==> src/rtl/dacdp_defs.svh <==
// Register indices, field positions and reset values of the playback path configuration
`ifndef DACDP_DEFS_SVH
`define DACDP_DEFS_SVH

`define DACDP_IDX_RSVD_A 8'h35
`define DACDP_IDX_DIN 8'h36
`define DACDP_IDX_RSVD_B_LO 8'h37
`define DACDP_IDX_RSVD_B_HI 8'h3b
`define DACDP_IDX_BLK 8'h3c
`define DACDP_IDX_RSVD_C_LO 8'h3d
`define DACDP_IDX_RSVD_C_HI 8'h3e
`define DACDP_IDX_SETUP 8'h3f
`define DACDP_IDX_VOL 8'h40

`define DACDP_DIN_MODE_LSB 1
`define DACDP_SETUP_LPWR 7
`define DACDP_SETUP_RPWR 6
`define DACDP_SETUP_LSRC_LSB 4
`define DACDP_SETUP_RSRC_LSB 2
`define DACDP_SETUP_STEP_LSB 0
`define DACDP_VOL_LMUTE 3
`define DACDP_VOL_RMUTE 2
`define DACDP_VOL_CPL_LSB 0

`define DACDP_RST_DIN_MODE 2'h1
`define DACDP_RST_BLK 5'h01
`define DACDP_BLK_FIRST 5'h01
`define DACDP_BLK_LAST 5'h19
`define DACDP_RST_SRC 2'h1
`define DACDP_RST_STEP 2'h0
`define DACDP_RST_MUTE 1'b1
`define DACDP_RST_CPL 2'h0

`define DACDP_RESP_OKAY 2'h0
`define DACDP_RESP_DECERR 2'h3

`endif

==> src/rtl/dacdp_pkg.sv <==
// Types of the playback path configuration block
package dacdp_pkg;

    typedef enum logic [1:0] {DACDP_PIN_OFF, DACDP_PIN_SERIAL, DACDP_PIN_GPI, DACDP_PIN_RSVD}
        dacdp_pin_mode_t;

    typedef enum logic [1:0] {DACDP_SRC_OFF, DACDP_SRC_OWN, DACDP_SRC_OTHER, DACDP_SRC_AVG}
        dacdp_src_t;

    typedef enum logic [1:0] {DACDP_STEP_ONE, DACDP_STEP_TWO, DACDP_STEP_NONE, DACDP_STEP_RSVD}
        dacdp_step_t;

    typedef enum logic [1:0] {DACDP_CPL_INDEP, DACDP_CPL_L_FROM_R, DACDP_CPL_R_FROM_L,
        DACDP_CPL_INDEP2} dacdp_cpl_t;

    typedef struct packed {
        dacdp_pin_mode_t din_mode;
        logic [4:0] block_sel;
        logic left_power;
        logic right_power;
        dacdp_src_t left_src;
        dacdp_src_t right_src;
        dacdp_step_t soft_step;
        logic left_mute;
        logic right_mute;
        dacdp_cpl_t coupling;
    } dacdp_cfg_t;

endpackage : dacdp_pkg

==> src/rtl/dacdp_sync.sv <==
// Two-flop synchroniser for pin inputs
`timescale 1ns/1ps
`default_nettype none
module dacdp_sync #(
    parameter int WIDTH = 1
) (
    input wire logic clk_i,              // Clock
    input wire logic nrst_i,             // Sync reset, active low
    input wire logic [WIDTH-1:0] d_i,    // Asynchronous input
    output logic [WIDTH-1:0] q_o         // Synchronised output
);
    logic [WIDTH-1:0] meta_q;
    logic [WIDTH-1:0] sync_q;

    always_ff @(posedge clk_i)
    begin
        if (!nrst_i)
        begin
            meta_q <= '0;
            sync_q <= '0;
        end
        else
        begin
            meta_q <= d_i;
            sync_q <= meta_q;
        end
    end

    assign q_o = sync_q;
endmodule : dacdp_sync
`default_nettype wire

==> src/rtl/dacdp_mix.sv <==
// One converter channel: source routing, averaging, power and mute gating
`timescale 1ns/1ps
`default_nettype none
module dacdp_mix
    import dacdp_pkg::*;
#(
    parameter int SAMPLE_W = 24
) (
    input wire logic clk_i,                          // Clock
    input wire logic nrst_i,                         // Sync reset, active low
    input wire logic valid_i,                        // Sample pair valid
    input wire logic signed [SAMPLE_W-1:0] own_i,    // Own-side sample
    input wire logic signed [SAMPLE_W-1:0] other_i,  // Other-side sample
    input wire dacdp_src_t src_i,                    // Source select
    input wire logic pass_i,                         // Powered and not muted
    output logic valid_o,                            // Output valid
    output logic signed [SAMPLE_W-1:0] sample_o      // Routed sample
);
    logic signed [SAMPLE_W:0] sum;
    logic signed [SAMPLE_W-1:0] pick;
    logic signed [SAMPLE_W-1:0] sample_d;
    logic signed [SAMPLE_W-1:0] sample_q;
    logic valid_q;

    always_comb
    begin
        sum = {own_i[SAMPLE_W-1], own_i} + {other_i[SAMPLE_W-1], other_i};
        case (src_i)
            DACDP_SRC_OWN: pick = own_i;
            DACDP_SRC_OTHER: pick = other_i;
            DACDP_SRC_AVG: pick = sum[SAMPLE_W:1];
            default: pick = '0;
        endcase
        sample_d = sample_q;
        if (valid_i)
            sample_d = pass_i ? pick : '0;
    end

    always_ff @(posedge clk_i)
    begin
        if (!nrst_i)
        begin
            sample_q <= '0;
            valid_q <= 1'b0;
        end
        else
        begin
            sample_q <= sample_d;
            valid_q <= valid_i;
        end
    end

    assign sample_o = sample_q;
    assign valid_o = valid_q;
endmodule : dacdp_mix
`default_nettype wire

==> src/rtl/dacdp_regs.sv <==
// Playback path configuration registers with AXI4-Lite slave and channel routing
`timescale 1ns/1ps
`default_nettype none
`include "dacdp_defs.svh"

// Overview of operation
// - Data pin mode 00 off, 01 serial/clock input, 10 general input, 11 reserved; resets 01; D0 shows the synchronised pin, 0 in mode 00.
// - Block selector picks block 1 to 25 by codes 1 to 25, resets to 1; other codes are not taken.
// - Setup bit 7 powers the left channel up when set, reset powered down.
// - Setup bit 6 powers the right channel up when set, reset powered down.
// - Left source 00 none, 01 left, 10 right, 11 average, reset 01.
// - Right source 00 none, 01 right, 10 left, 11 average, reset 01.
// - Soft-step 00 one step per sample, 01 per two samples, 10 immediate; 11 is never stored.
// - Volume bit 3 mutes the left channel, reset muted.
// - Volume bit 2 mutes the right channel, reset muted.
// - Coupling 00/11 independent, 01 left takes right gain, 10 right takes left gain.
// - While the compressor is on, volumes stay independent whatever the coupling field.
module dacdp_regs
    import dacdp_pkg::*;
#(
    parameter int ADDR_W = 10,
    parameter int SAMPLE_W = 24,
    parameter int VOL_W = 8
) (
    input wire logic clk_i,                              // Clock, 20 MHz
    input wire logic nrst_i,                             // Sync reset, active low
    input wire logic [ADDR_W-1:0] s_axi_awaddr_i,        // Write address
    input wire logic s_axi_awvalid_i,                    // Write address valid
    output logic s_axi_awready_o,                        // Write address ready
    input wire logic [31:0] s_axi_wdata_i,               // Write data
    input wire logic [3:0] s_axi_wstrb_i,                // Write strobes
    input wire logic s_axi_wvalid_i,                     // Write data valid
    output logic s_axi_wready_o,                         // Write data ready
    output logic [1:0] s_axi_bresp_o,                    // Write response
    output logic s_axi_bvalid_o,                         // Write response valid
    input wire logic s_axi_bready_i,                     // Write response ready
    input wire logic [ADDR_W-1:0] s_axi_araddr_i,        // Read address
    input wire logic s_axi_arvalid_i,                    // Read address valid
    output logic s_axi_arready_o,                        // Read address ready
    output logic [31:0] s_axi_rdata_o,                   // Read data
    output logic [1:0] s_axi_rresp_o,                    // Read response
    output logic s_axi_rvalid_o,                         // Read data valid
    input wire logic s_axi_rready_i,                     // Read data ready
    input wire logic din_pin_i,                          // Data input pin, asynchronous
    output logic din_serial_en_o,                        // Pin feeds serial port / clocks
    output logic din_gpi_o,                              // Pin level as general input
    input wire logic drc_enable_i,                       // Compressor active
    input wire logic [VOL_W-1:0] left_vol_i,             // Programmed left gain
    input wire logic [VOL_W-1:0] right_vol_i,            // Programmed right gain
    output logic [VOL_W-1:0] left_vol_o,                 // Effective left gain
    output logic [VOL_W-1:0] right_vol_o,                // Effective right gain
    output dacdp_cfg_t cfg_o,                            // Configuration fields
    input wire logic sample_valid_i,                     // Input sample pair valid
    input wire logic signed [SAMPLE_W-1:0] left_i,       // Left input sample
    input wire logic signed [SAMPLE_W-1:0] right_i,      // Right input sample
    output logic left_valid_o,                           // Left output valid
    output logic signed [SAMPLE_W-1:0] left_o,           // Left channel sample
    output logic right_valid_o,                          // Right output valid
    output logic signed [SAMPLE_W-1:0] right_o           // Right channel sample
);
    localparam int IW = ADDR_W - 2;

    ////////////////////////////////////////////////////////////////////////////////
    // Pin input

    logic din_sync;

    dacdp_sync #(.WIDTH(1)) u_din_sync (
        .clk_i(clk_i),
        .nrst_i(nrst_i),
        .d_i(din_pin_i),
        .q_o(din_sync)
    );

    ////////////////////////////////////////////////////////////////////////////////
    // Read decode: {error, byte}

    dacdp_cfg_t cfg_q;
    dacdp_cfg_t cfg_d;
    logic din_level;

    assign din_level = (cfg_q.din_mode != DACDP_PIN_OFF) ? din_sync : 1'b0;

    function automatic logic [8:0] rd_word(input logic [IW-1:0] idx);
        logic [8:0] r;
        r = {1'b0, 8'h00};
        if (idx == IW'(`DACDP_IDX_DIN))
            r = {1'b0, 5'h00, cfg_q.din_mode, din_level};
        else if (idx == IW'(`DACDP_IDX_BLK))
            r = {1'b0, 3'h0, cfg_q.block_sel};
        else if (idx == IW'(`DACDP_IDX_SETUP))
            r = {1'b0, cfg_q.left_power, cfg_q.right_power, cfg_q.left_src, cfg_q.right_src,
                 cfg_q.soft_step};
        else if (idx == IW'(`DACDP_IDX_VOL))
            r = {1'b0, 4'h0, cfg_q.left_mute, cfg_q.right_mute, cfg_q.coupling};
        else if (idx == IW'(`DACDP_IDX_RSVD_A))
            r = {1'b0, 8'h00};
        else if (idx >= IW'(`DACDP_IDX_RSVD_B_LO) && idx <= IW'(`DACDP_IDX_RSVD_C_HI))
            r = {1'b0, 8'h00};
        else
            r = {1'b1, 8'h00};
        return r;
    endfunction : rd_word

    ////////////////////////////////////////////////////////////////////////////////
    // AXI4-Lite handshake state

    logic aw_hold_q, aw_hold_d;
    logic w_hold_q, w_hold_d;
    logic [IW-1:0] widx_q, widx_d;
    logic [7:0] wbyte_q, wbyte_d;
    logic wlane_q, wlane_d;
    logic bvalid_q, bvalid_d;
    logic [1:0] bresp_q, bresp_d;
    logic rvalid_q, rvalid_d;
    logic [1:0] rresp_q, rresp_d;
    logic [7:0] rbyte_q, rbyte_d;
    logic wr_fire;
    logic [8:0] rd_res;
    logic [8:0] wr_chk;

    assign wr_fire = aw_hold_q && w_hold_q && !bvalid_q;
    always_comb rd_res = rd_word(s_axi_araddr_i[ADDR_W-1:2]);
    always_comb wr_chk = rd_word(widx_q);

    always_comb
    begin
        aw_hold_d = aw_hold_q;
        w_hold_d = w_hold_q;
        widx_d = widx_q;
        wbyte_d = wbyte_q;
        wlane_d = wlane_q;
        bvalid_d = bvalid_q;
        bresp_d = bresp_q;
        rvalid_d = rvalid_q;
        rresp_d = rresp_q;
        rbyte_d = rbyte_q;
        if (s_axi_awvalid_i && !aw_hold_q)
        begin
            aw_hold_d = 1'b1;
            widx_d = s_axi_awaddr_i[ADDR_W-1:2];
        end
        if (s_axi_wvalid_i && !w_hold_q)
        begin
            w_hold_d = 1'b1;
            wbyte_d = s_axi_wdata_i[7:0];
            wlane_d = s_axi_wstrb_i[0];
        end
        if (wr_fire)
        begin
            aw_hold_d = 1'b0;
            w_hold_d = 1'b0;
            bvalid_d = 1'b1;
            bresp_d = wr_chk[8] ? `DACDP_RESP_DECERR : `DACDP_RESP_OKAY;
        end
        else if (bvalid_q && s_axi_bready_i)
            bvalid_d = 1'b0;
        if (s_axi_arvalid_i && !rvalid_q)
        begin
            rvalid_d = 1'b1;
            rbyte_d = rd_res[7:0];
            rresp_d = rd_res[8] ? `DACDP_RESP_DECERR : `DACDP_RESP_OKAY;
        end
        else if (rvalid_q && s_axi_rready_i)
            rvalid_d = 1'b0;
    end

    always_ff @(posedge clk_i)
    begin
        if (!nrst_i)
        begin
            aw_hold_q <= 1'b0;
            w_hold_q <= 1'b0;
            widx_q <= '0;
            wbyte_q <= 8'h00;
            wlane_q <= 1'b0;
            bvalid_q <= 1'b0;
            bresp_q <= `DACDP_RESP_OKAY;
            rvalid_q <= 1'b0;
            rresp_q <= `DACDP_RESP_OKAY;
            rbyte_q <= 8'h00;
        end
        else
        begin
            aw_hold_q <= aw_hold_d;
            w_hold_q <= w_hold_d;
            widx_q <= widx_d;
            wbyte_q <= wbyte_d;
            wlane_q <= wlane_d;
            bvalid_q <= bvalid_d;
            bresp_q <= bresp_d;
            rvalid_q <= rvalid_d;
            rresp_q <= rresp_d;
            rbyte_q <= rbyte_d;
        end
    end

    assign s_axi_awready_o = !aw_hold_q;
    assign s_axi_wready_o = !w_hold_q;
    assign s_axi_bvalid_o = bvalid_q;
    assign s_axi_bresp_o = bresp_q;
    assign s_axi_arready_o = !rvalid_q;
    assign s_axi_rvalid_o = rvalid_q;
    assign s_axi_rresp_o = rresp_q;
    assign s_axi_rdata_o = {24'h0000_00, rbyte_q};

    ////////////////////////////////////////////////////////////////////////////////
    // Configuration registers

    logic wr_en;

    assign wr_en = wr_fire && wlane_q;

    always_comb
    begin
        cfg_d = cfg_q;
        if (wr_en && widx_q == IW'(`DACDP_IDX_DIN))
        begin
            if (wbyte_q[2:1] != 2'(DACDP_PIN_RSVD))
                cfg_d.din_mode = dacdp_pin_mode_t'(wbyte_q[2:1]);
        end
        else if (wr_en && widx_q == IW'(`DACDP_IDX_BLK))
        begin
            if (wbyte_q[4:0] >= `DACDP_BLK_FIRST && wbyte_q[4:0] <= `DACDP_BLK_LAST)
                cfg_d.block_sel = wbyte_q[4:0];
        end
        else if (wr_en && widx_q == IW'(`DACDP_IDX_SETUP))
        begin
            cfg_d.left_power = wbyte_q[`DACDP_SETUP_LPWR];
            cfg_d.right_power = wbyte_q[`DACDP_SETUP_RPWR];
            cfg_d.left_src = dacdp_src_t'(wbyte_q[`DACDP_SETUP_LSRC_LSB +: 2]);
            cfg_d.right_src = dacdp_src_t'(wbyte_q[`DACDP_SETUP_RSRC_LSB +: 2]);
            if (wbyte_q[`DACDP_SETUP_STEP_LSB +: 2] != 2'(DACDP_STEP_RSVD))
                cfg_d.soft_step = dacdp_step_t'(wbyte_q[`DACDP_SETUP_STEP_LSB +: 2]);
        end
        else if (wr_en && widx_q == IW'(`DACDP_IDX_VOL))
        begin
            cfg_d.left_mute = wbyte_q[`DACDP_VOL_LMUTE];
            cfg_d.right_mute = wbyte_q[`DACDP_VOL_RMUTE];
            cfg_d.coupling = dacdp_cpl_t'(wbyte_q[`DACDP_VOL_CPL_LSB +: 2]);
        end
    end

    always_ff @(posedge clk_i)
    begin
        if (!nrst_i)
        begin
            cfg_q.din_mode <= dacdp_pin_mode_t'(`DACDP_RST_DIN_MODE);
            cfg_q.block_sel <= `DACDP_RST_BLK;
            cfg_q.left_power <= 1'b0;
            cfg_q.right_power <= 1'b0;
            cfg_q.left_src <= dacdp_src_t'(`DACDP_RST_SRC);
            cfg_q.right_src <= dacdp_src_t'(`DACDP_RST_SRC);
            cfg_q.soft_step <= dacdp_step_t'(`DACDP_RST_STEP);
            cfg_q.left_mute <= `DACDP_RST_MUTE;
            cfg_q.right_mute <= `DACDP_RST_MUTE;
            cfg_q.coupling <= dacdp_cpl_t'(`DACDP_RST_CPL);
        end
        else
            cfg_q <= cfg_d;
    end

    assign cfg_o = cfg_q;
    assign din_serial_en_o = (cfg_q.din_mode == DACDP_PIN_SERIAL);
    assign din_gpi_o = (cfg_q.din_mode == DACDP_PIN_GPI) && din_sync;

    ////////////////////////////////////////////////////////////////////////////////
    // Volume coupling

    logic [VOL_W-1:0] lvol_q, lvol_d;
    logic [VOL_W-1:0] rvol_q, rvol_d;

    always_comb
    begin
        lvol_d = left_vol_i;
        rvol_d = right_vol_i;
        if (!drc_enable_i && cfg_q.coupling == DACDP_CPL_L_FROM_R)
            lvol_d = right_vol_i;
        else if (!drc_enable_i && cfg_q.coupling == DACDP_CPL_R_FROM_L)
            rvol_d = left_vol_i;
    end

    always_ff @(posedge clk_i)
    begin
        if (!nrst_i)
        begin
            lvol_q <= '0;
            rvol_q <= '0;
        end
        else
        begin
            lvol_q <= lvol_d;
            rvol_q <= rvol_d;
        end
    end

    assign left_vol_o = lvol_q;
    assign right_vol_o = rvol_q;

    ////////////////////////////////////////////////////////////////////////////////
    // Channel routing

    dacdp_mix #(.SAMPLE_W(SAMPLE_W)) u_left (
        .clk_i(clk_i),
        .nrst_i(nrst_i),
        .valid_i(sample_valid_i),
        .own_i(left_i),
        .other_i(right_i),
        .src_i(cfg_q.left_src),
        .pass_i(cfg_q.left_power && !cfg_q.left_mute),
        .valid_o(left_valid_o),
        .sample_o(left_o)
    );

    dacdp_mix #(.SAMPLE_W(SAMPLE_W)) u_right (
        .clk_i(clk_i),
        .nrst_i(nrst_i),
        .valid_i(sample_valid_i),
        .own_i(right_i),
        .other_i(left_i),
        .src_i(cfg_q.right_src),
        .pass_i(cfg_q.right_power && !cfg_q.right_mute),
        .valid_o(right_valid_o),
        .sample_o(right_o)
    );
endmodule : dacdp_regs
`default_nettype wire

==> config.mk <==
export PLATFORM = sky130hd
export DESIGN_NAME = dacdp_regs
export DESIGN_NICKNAME = d
export VERILOG_FILES = /design/src/rtl/dacdp_pkg.sv /design/src/rtl/dacdp_sync.sv /design/src/rtl/dacdp_mix.sv /design/src/rtl/dacdp_regs.sv
export VERILOG_INCLUDE_DIRS = /design/src /design/src/rtl
export SDC_FILE = /design/constraint.sdc
export NUM_CORES = 1
export LEC_CHECK = 0
export ABC_CLOCK_PERIOD_IN_PS = 2380
export BUFFER_PORTS_ARGS = -buffer_cell sky130_fd_sc_hd__buf_4
export CORE_MARGIN = 2
export CORE_UTILIZATION = 46
export CTS_CLUSTER_SIZE = 20
export DETAILED_ROUTE_END_ITERATION = 16
export HOLD_SLACK_MARGIN = 0.12
export PLACE_DENSITY = 0.78
export REMOVE_ABC_BUFFERS = 1
export SYNTH_ARGS = -nofsm -noshare
export SYNTH_HDL_FRONTEND = slang
export SYNTH_SLANG_ARGS = --single-unit
==> constraint.sdc <==
create_clock -name clk_i -period 2.38 [get_ports clk_i]
set_input_delay 0.476 -clock clk_i [delete_from_list [all_inputs] [get_ports clk_i]]
set_output_delay 0.476 -clock clk_i [all_outputs]
set_load 0.1 [all_outputs]
==> results of run 1 <==
## cell families after synthesis
kind of cell,Yosys count,synth area share
compound gates,240,0.238
xor+xnor,13,0.0162
fa+ha+maj,24,0.0439
buf+inv,89,0.0628
flops,117,0.334
mux,61,0.0887
other cells,1,0.000535
simple gates,286,0.216
## cell type report
class                      count  share of cell area
multi-input combinational    648               0.436
timing repair buffer         317               0.236
sequential                   117               0.233
clock buffer                  19              0.0440
tap                          188              0.0234
clock inverter                13              0.0195
inverter                      21             0.00783
## synth_stat cells, drive strengths merged, types with 15 or more instances
cell type  instances
dfxtp            117
nand2             88
nor2b             59
mux2i             52
o21ai             51
a21oi             48
nor2              47
buf               36
clkbuf            32
a22oi             26
ha                23
inv               20
nand3             16
a21boi            15
a31oi             15
## power by group
part           internal [uW]  switching [uW]  leakage [uW]  total, uW
Sequential              2010            36.7      0.000952       2040
Clock                   1800             997      0.000305       2790
Combinational            563             914       0.00333       1480
## what timing repair did
item | CTS | global route
endpoints found under the hold margin | 0 | 0
setup endpoints to repair | 0 | 6
resized for setup | 0 | 9
setup buffers | 0 | 2
## per-layer routing
layer  wire length (microns)  track usage  vias to the layer above
li1                        -            -                     3573
met5                       0            0                        -
met1                    9460        0.341                     3503
met4                     585        0.100                        0
met2                   11400        0.498                      383
met3                    2130       0.0750                       55
## state kept, by name (all words and copies together), names as in the netlist, 8 cells and up
| name | cells |
|---|---|
| wbyte_q | 8 |
| left_vol_o | 8 |
| cfg_o | 19 |
| u_right.sample_o | 24 |
| u_left.sample_o | 24 |
| right_vol_o | 8 |
| widx_q | 8 |
| rbyte_q | 8 |
## metrics by stage
step / instance area, sq um / cells / util / setup TNS (ns)
floorplan: 6740 / 786 / - / -22.50
global placement: 9340 / 1289 / 0.621 / -6.07
detailed placement: 9340 / 1289 / 0.621 / -6.75
CTS: 9980 / 1321 / 0.664 / 0
global route: 10100 / 1323 / 0.670 / -0.00148
finish: 10100 / 1323 / 0.670 / 0
## critical path: stages
cell and delay, ns:
buf_4 0.12, ha_1 0.35, a21o_1 0.20, a311oi_2 0.36
buf_4 0.21, a2111oi_4 0.07, buf_4 0.15, or3_1 0.36
a31o_1 0.20, a21oi_1 0.13
## path summary, 6_finish.rpt
kind                                        to  slack, ns
min reg2reg   u_left.sample_o[16]$_SDFFE_PN0P_       0.45
min               u_din_sync.meta_q$_SDFF_PN0_       0.28
max          u_right.sample_o[22]$_SDFFE_PN0P_       0.09
max reg2reg             cfg_o[12]$_SDFFE_PN1P_       0.31
==> flow_summary.json, run 1 <==
{
  "status": "finished, final reports clean",
  "grt_pass1_wl_microns": 36900,
  "r2r-start": "w_hold_q$_SDFFE_PP0P_",
  "multiInputGateArea_sq_um": 4390,
  "nNetsFinal": 1276,
  "synth_top_area_share": 0.334,
  "drv_cap": 0,
  "whs_ns": 0.278,
  "ys_ff_latch": 117,
  "clkTransAtPathRegs_ns": 0.06,
  "gr-total-overflow": 0,
  "critical_path_class": "primary input to flip-flop",
  "firstDrtPassIters": 5,
  "min_path_cells": 2,
  "h-tree-depth": 4,
  "track_usage": 0.286,
  "cts_hold_buffers": 0,
  "vias": 7514,
  "cts_buffers": 17,
  "seq_area_frac_synth": 0.334,
  "area_growth_pct": 43.6,
  "end_kind": "flip-flop",
  "clockBufferDepth": 2,
  "synthFlopType": "dfxtp_1",
  "finalCritPeriodShare": 0.961,
  "coreArea_sq_um": 15000,
  "peakVddDrop_uv": 467,
  "wire_per_inst_microns": 17.8,
  "p_leak_uw": 0.00459,
  "min_period_ns": 2.29,
  "startpoint_type": "primary input",
  "setup_violations": 0,
  "fmax_mhz": 437,
  "synth_edf_count": 0,
  "cp_data_required_time_ns": 2.72,
  "drc_errors": 0,
  "fill_cells": 1255,
  "drt-total-wl_microns": 23500,
  "numPortBuffers": 202,
  "io_pins": 258,
  "synth-async-reset-ratio": 0,
  "final_cell_mix": "buf_4 (317), dfxtp_1 (117), nand2_1 (87)",
  "clkSinkCount": 117,
  "finalWorstSetupSlack_ns": 0.0937,
  "num_antenna_cells": 0,
  "cts_root_buf": "clkbuf_16",
  "crit_path_max_fanout": 4,
  "synth_area_leaders": "dfxtp_1 (33%), mux2i_1 (7.4%), nor2b_1 (5.3%)",
  "cp-startpoint": "left_i[4]",
  "routed_via_density": 5.68,
  "num_rows": 45,
  "grt_max_degree": 72,
  "drt_iter0_drc": 457,
  "die_area_sq_um": 16200,
  "final_common_cell": "buf_4",
  "syn_area_sq_um": 7010,
  "worst_pin_slew_ns": 0.691,
  "finalWeightedCongestion": 0.923,
  "slew_headroom": 0.539,
  "place_hpwl_microns": 17700,
  "die_y_microns": 127,
  "die_w_microns": 127,
  "cts_tree": "yes",
  "min-delay-start": "din_pin_i",
  "crit_arrival_ns": 2.63,
  "worstRegToRegCells": 7,
  "synthCells": 831,
  "avgSynthCellArea_sq_um": 8.44,
  "hp-class": "primary input to flip-flop",
  "antenna_found_initial": 0,
  "start_util": 0.467,
  "drive_above_1_share": 0.343,
  "p_total_uw": 6310,
  "drv_slew": 0,
  "hold_viol_final": 0,
  "post-place-ws_ns": -0.344,
  "synth_warnings": 0,
  "grt_pass1_vias": 7388,
  "yosys.area.top_type": "dfxtp_1",
  "p_per_area_nw_per_um2": 627,
  "regArea_sq_um": 2340,
  "insertion_delay_ns": 0.42,
  "yosys.cell_types.count": 73,
  "skew_ns": 0.00741,
  "drt.antenna.violating_nets": 0
}
Power figures use the tool's default switching activity.
==> inputs of run 2 (changes only) <==
--- a/config.mk
+++ b/config.mk
@@ -6,14 +6,14 @@
 export SDC_FILE = /design/constraint.sdc
 export NUM_CORES = 1
 export LEC_CHECK = 0
+export ABC_AREA = 1
 export ABC_CLOCK_PERIOD_IN_PS = 2380
 export BUFFER_PORTS_ARGS = -buffer_cell sky130_fd_sc_hd__buf_4
-export CORE_MARGIN = 2
 export CORE_UTILIZATION = 46
 export CTS_CLUSTER_SIZE = 20
 export DETAILED_ROUTE_END_ITERATION = 16
 export HOLD_SLACK_MARGIN = 0.12
-export PLACE_DENSITY = 0.78
+export PLACE_DENSITY = 0.77
 export REMOVE_ABC_BUFFERS = 1
 export SYNTH_ARGS = -nofsm -noshare
 export SYNTH_HDL_FRONTEND = slang
==> run 2 against run 1 <==
Compared with the run above: design area is 3.4% lower; register-to-register slack better by 0.30 ns; critical path depth is 5 higher; core utilization is 3.7 points lower; final cell count is 22% higher; hold slack worse by 0.036 ns.
==> flow_summary.json, run 2 <==
{
  "synth_edf_count": 0,
  "num_rows": 45,
  "worstRegToRegCells": 7,
  "cp_cell_sequence": "buf_4 > inv_1 > fa_1 > inv_1 > nand2_1 > nand2_1 > nand3_1 > nand2_1 > nand2_1 > nand2_1 > xor2_1 > nand2_1 > nand2_1 > nand2_1 > a21oi_1",
  "die_y_microns": 128,
  "cp_data_required_time_ns": 2.73,
  "fmax_mhz": 513,
  "die_area_sq_um": 16500,
  "die_w_microns": 128,
  "vias": 8217,
  "cp-startpoint": "left_i[1]",
  "synth_area_leaders": "dfxtp_1 (32%), nand2_1 (20%), inv_1 (10%)",
  "yosys.area.top_type": "dfxtp_1",
  "track_usage": 0.279,
  "nNetsFinal": 1541,
  "p_per_area_nw_per_um2": 637,
  "insertion_delay_ns": 0.42,
  "clkTransAtPathRegs_ns": 0.06,
  "min_period_ns": 1.95,
  "drc_errors": 0,
  "drt.antenna.violating_nets": 0,
  "cp-endpoint": "u_left.sample_o[15]$_SDFFE_PN0P_",
  "drv_slew": 0,
  "yosys.cell_types.count": 40,
  "finalWorstSetupSlack_ns": 0.430,
  "hold_viol_final": 0,
  "final_cell_mix": "nand2_1 (386), buf_4 (225), inv_1 (195)",
  "synth_most_common_cell": "nand2_1",
  "cts_tree": "yes",
  "firstDrtPassIters": 5,
  "r2r-end": "u_right.sample_o[3]$_SDFFE_PN0P_",
  "wire_per_inst_microns": 14.3,
  "grt_pass1_wl_microns": 36500,
  "synth_warnings": 0,
  "synthCells": 1180,
  "fill_cells": 1494,
  "slew_headroom": 0.568,
  "clockBufferDepth": 2,
  "cp_common_cell": "nand2_1",
  "drt-total-wl_microns": 23000,
  "end_kind": "flip-flop",
  "peakVddDrop_uv": 512,
  "critical_path_class": "primary input to flip-flop",
  "h-tree-depth": 4,
  "cts_resized": 0,
  "cts_setup_buffers": 0,
  "worst_pin_slew_ns": 0.647,
  "post-place-ws_ns": 0.0356,
  "synth_top_area_share": 0.319,
  "startpoint_type": "primary input",
  "finalWeightedCongestion": 0.924,
  "final_common_cell": "nand2_1",
  "drive_above_1_share": 0.196,
  "antenna_found_initial": 0,
  "synthFlopType": "dfxtp_1",
  "cts_hold_buffers": 0,
  "avgSynthCellArea_sq_um": 6.23,
  "skew_ns": 0.00737,
  "path_depth": 15,
  "synth-async-reset-ratio": 0,
  "cts_buffers": 17,
  "dp_cells": 1579,
  "num_antenna_cells": 0,
  "start_util": 0.478,
  "drv_cap": 0,
  "setup_violations": 0,
  "crit_path_max_incr_delay_ns": 0.46,
  "status": "finished, final reports clean",
  "clkSinkCount": 117,
  "critical-path-top-delay-family": "simple AND/OR/NAND/NOR gates",
  "p_leak_uw": 0.00502,
  "drt_iter0_drc": 663,
  "seq_area_frac_synth": 0.319,
  "slowest_stage": "fa_1",
  "cp.buffers_inverters": 3,
  "crit_arrival_ns": 2.30,
  "netlist_top_cells_count": "nand2_1 (386), inv_1 (195), dfxtp_1 (117), a21oi_1 (116), nand3_1 (66)",
  "io_pins": 258,
  "ys_ff_latch": 117,
  "grt_pass1_vias": 7390,
  "whs_ns": 0.242,
  "hp-class": "primary input to flip-flop",
  "routed_via_density": 5.10,
  "rsz0062_at_grt": "no",
  "syn_area_sq_um": 7350,
  "place_hpwl_microns": 17500,
  "area_growth_pct": 32.4,
  "stdcell_count": 1611,
  "finalCritPeriodShare": 0.819,
  "cts_root_buf": "clkbuf_16",
  "numPortBuffers": 202,
  "r2r-start": "cfg_o[6]$_SDFFE_PN1P_",
  "gr-total-overflow": 0,
  "crit_path_max_fanout": 4,
  "coreArea_sq_um": 15400,
  "grt_max_degree": 38,
  "r2r_slack_ns": 0.61
}
## run 2: changes by cell type after synthesis, moves of 13 or more
cell / before / now
a21oi_1: 44 / 116
a22oi_1: 26 / 0
nand2_1: 87 / 386
nor2b_1: 59 / 0
inv_1: 19 / 195
nand3_1: 16 / 66
o22ai_1: 0 / 24
mux2i_1: 52 / 0
a21boi_0: 14 / 0
a221oi_1: 13 / 0
## run 2: report_power, final
group / leakage [uW] / internal [uW] / total [uW] / switching [uW]
sequential: 0.000953 / 2010 / 2040 / 31.9
combinational: 0.00375 / 388 / 1320 / 937
clock: 0.000311 / 1820 / 2830 / 1000
## run 2: tightest hold or removal path, stage by stage
cell	delay [ns]
buf_4	0.08
nand2_1	0.04
inv_1	0.04
## run 2: kinds of logic (layout without fill, tap and decap cells)
| family | Yosys count | after routing | share of synthesized area |
|---|---|---|---|
| AND/OR/NAND/NOR | 546 | 546 | 0.314 |
| buffers and inverters | 259 | 456 | 0.147 |
| AO/OA/AOI/OAI | 225 | 225 | 0.168 |
| flip-flops | 117 | 117 | 0.319 |
| adder cells (fa/ha/maj) | 24 | 24 | 0.0419 |
| XOR/XNOR | 8 | 8 | 0.00954 |
| other | 1 | 24 | 0.000510 |
## run 2: how the worst min path moves through the flow
stage | startpoint | end | slack (ns) | cells past startpoint
final | din_pin_i | u_din_sync.meta_q$_SDFF_PN0_ | 0.24 | 3
after global routing | din_pin_i | u_din_sync.meta_q$_SDFF_PN0_ | 0.25 | 3
after CTS | din_pin_i | u_din_sync.meta_q$_SDFF_PN0_ | 0.23 | 3
after detailed placement | u_din_sync.meta_q$_SDFF_PN0_ | u_din_sync.q_o$_SDFF_PN0_ | 0.41 | 2
after global placement | u_din_sync.meta_q$_SDFF_PN0_ | u_din_sync.q_o$_SDFF_PN0_ | 0.40 | 2
after floorplan | u_din_sync.meta_q$_SDFF_PN0_ | u_din_sync.q_o$_SDFF_PN0_ | 0.39 | 2
## run 2: final cells by class
cell class	count	area (sq um)	share of cell area
Tap cell	211	264	0.0271
Multi-Input combinational cell	827	4020	0.413
Inverter	198	743	0.0764
Clock buffer	19	453	0.0466
Clock inverter	13	193	0.0198
Timing Repair Buffer	226	1710	0.176
Sequential cell	117	2340	0.241
## run 2: per-stage QoR
stage	total power (uW)	utilization	setup TNS (ns)	instance area, sq um
after global placement	3380	0.591	0	9080
after detailed placement	3390	0.591	0	9080
after floorplan	3000	-	-21.59	7100
after CTS	6220	0.633	0	9730
after global routing	6420	0.633	0	9730
final	6190	0.633	0	9730
## run 2: layer usage
layer | wire (microns) | GRT usage | vias to the layer above
met3 | 1610 | 0.0462 | 37
met4 | 537 | 0.102 | 0
met2 | 10400 | 0.445 | 317
met1 | 10500 | 0.379 | 3721
li1 | - | - | 4142
met5 | 0 | 0 | -
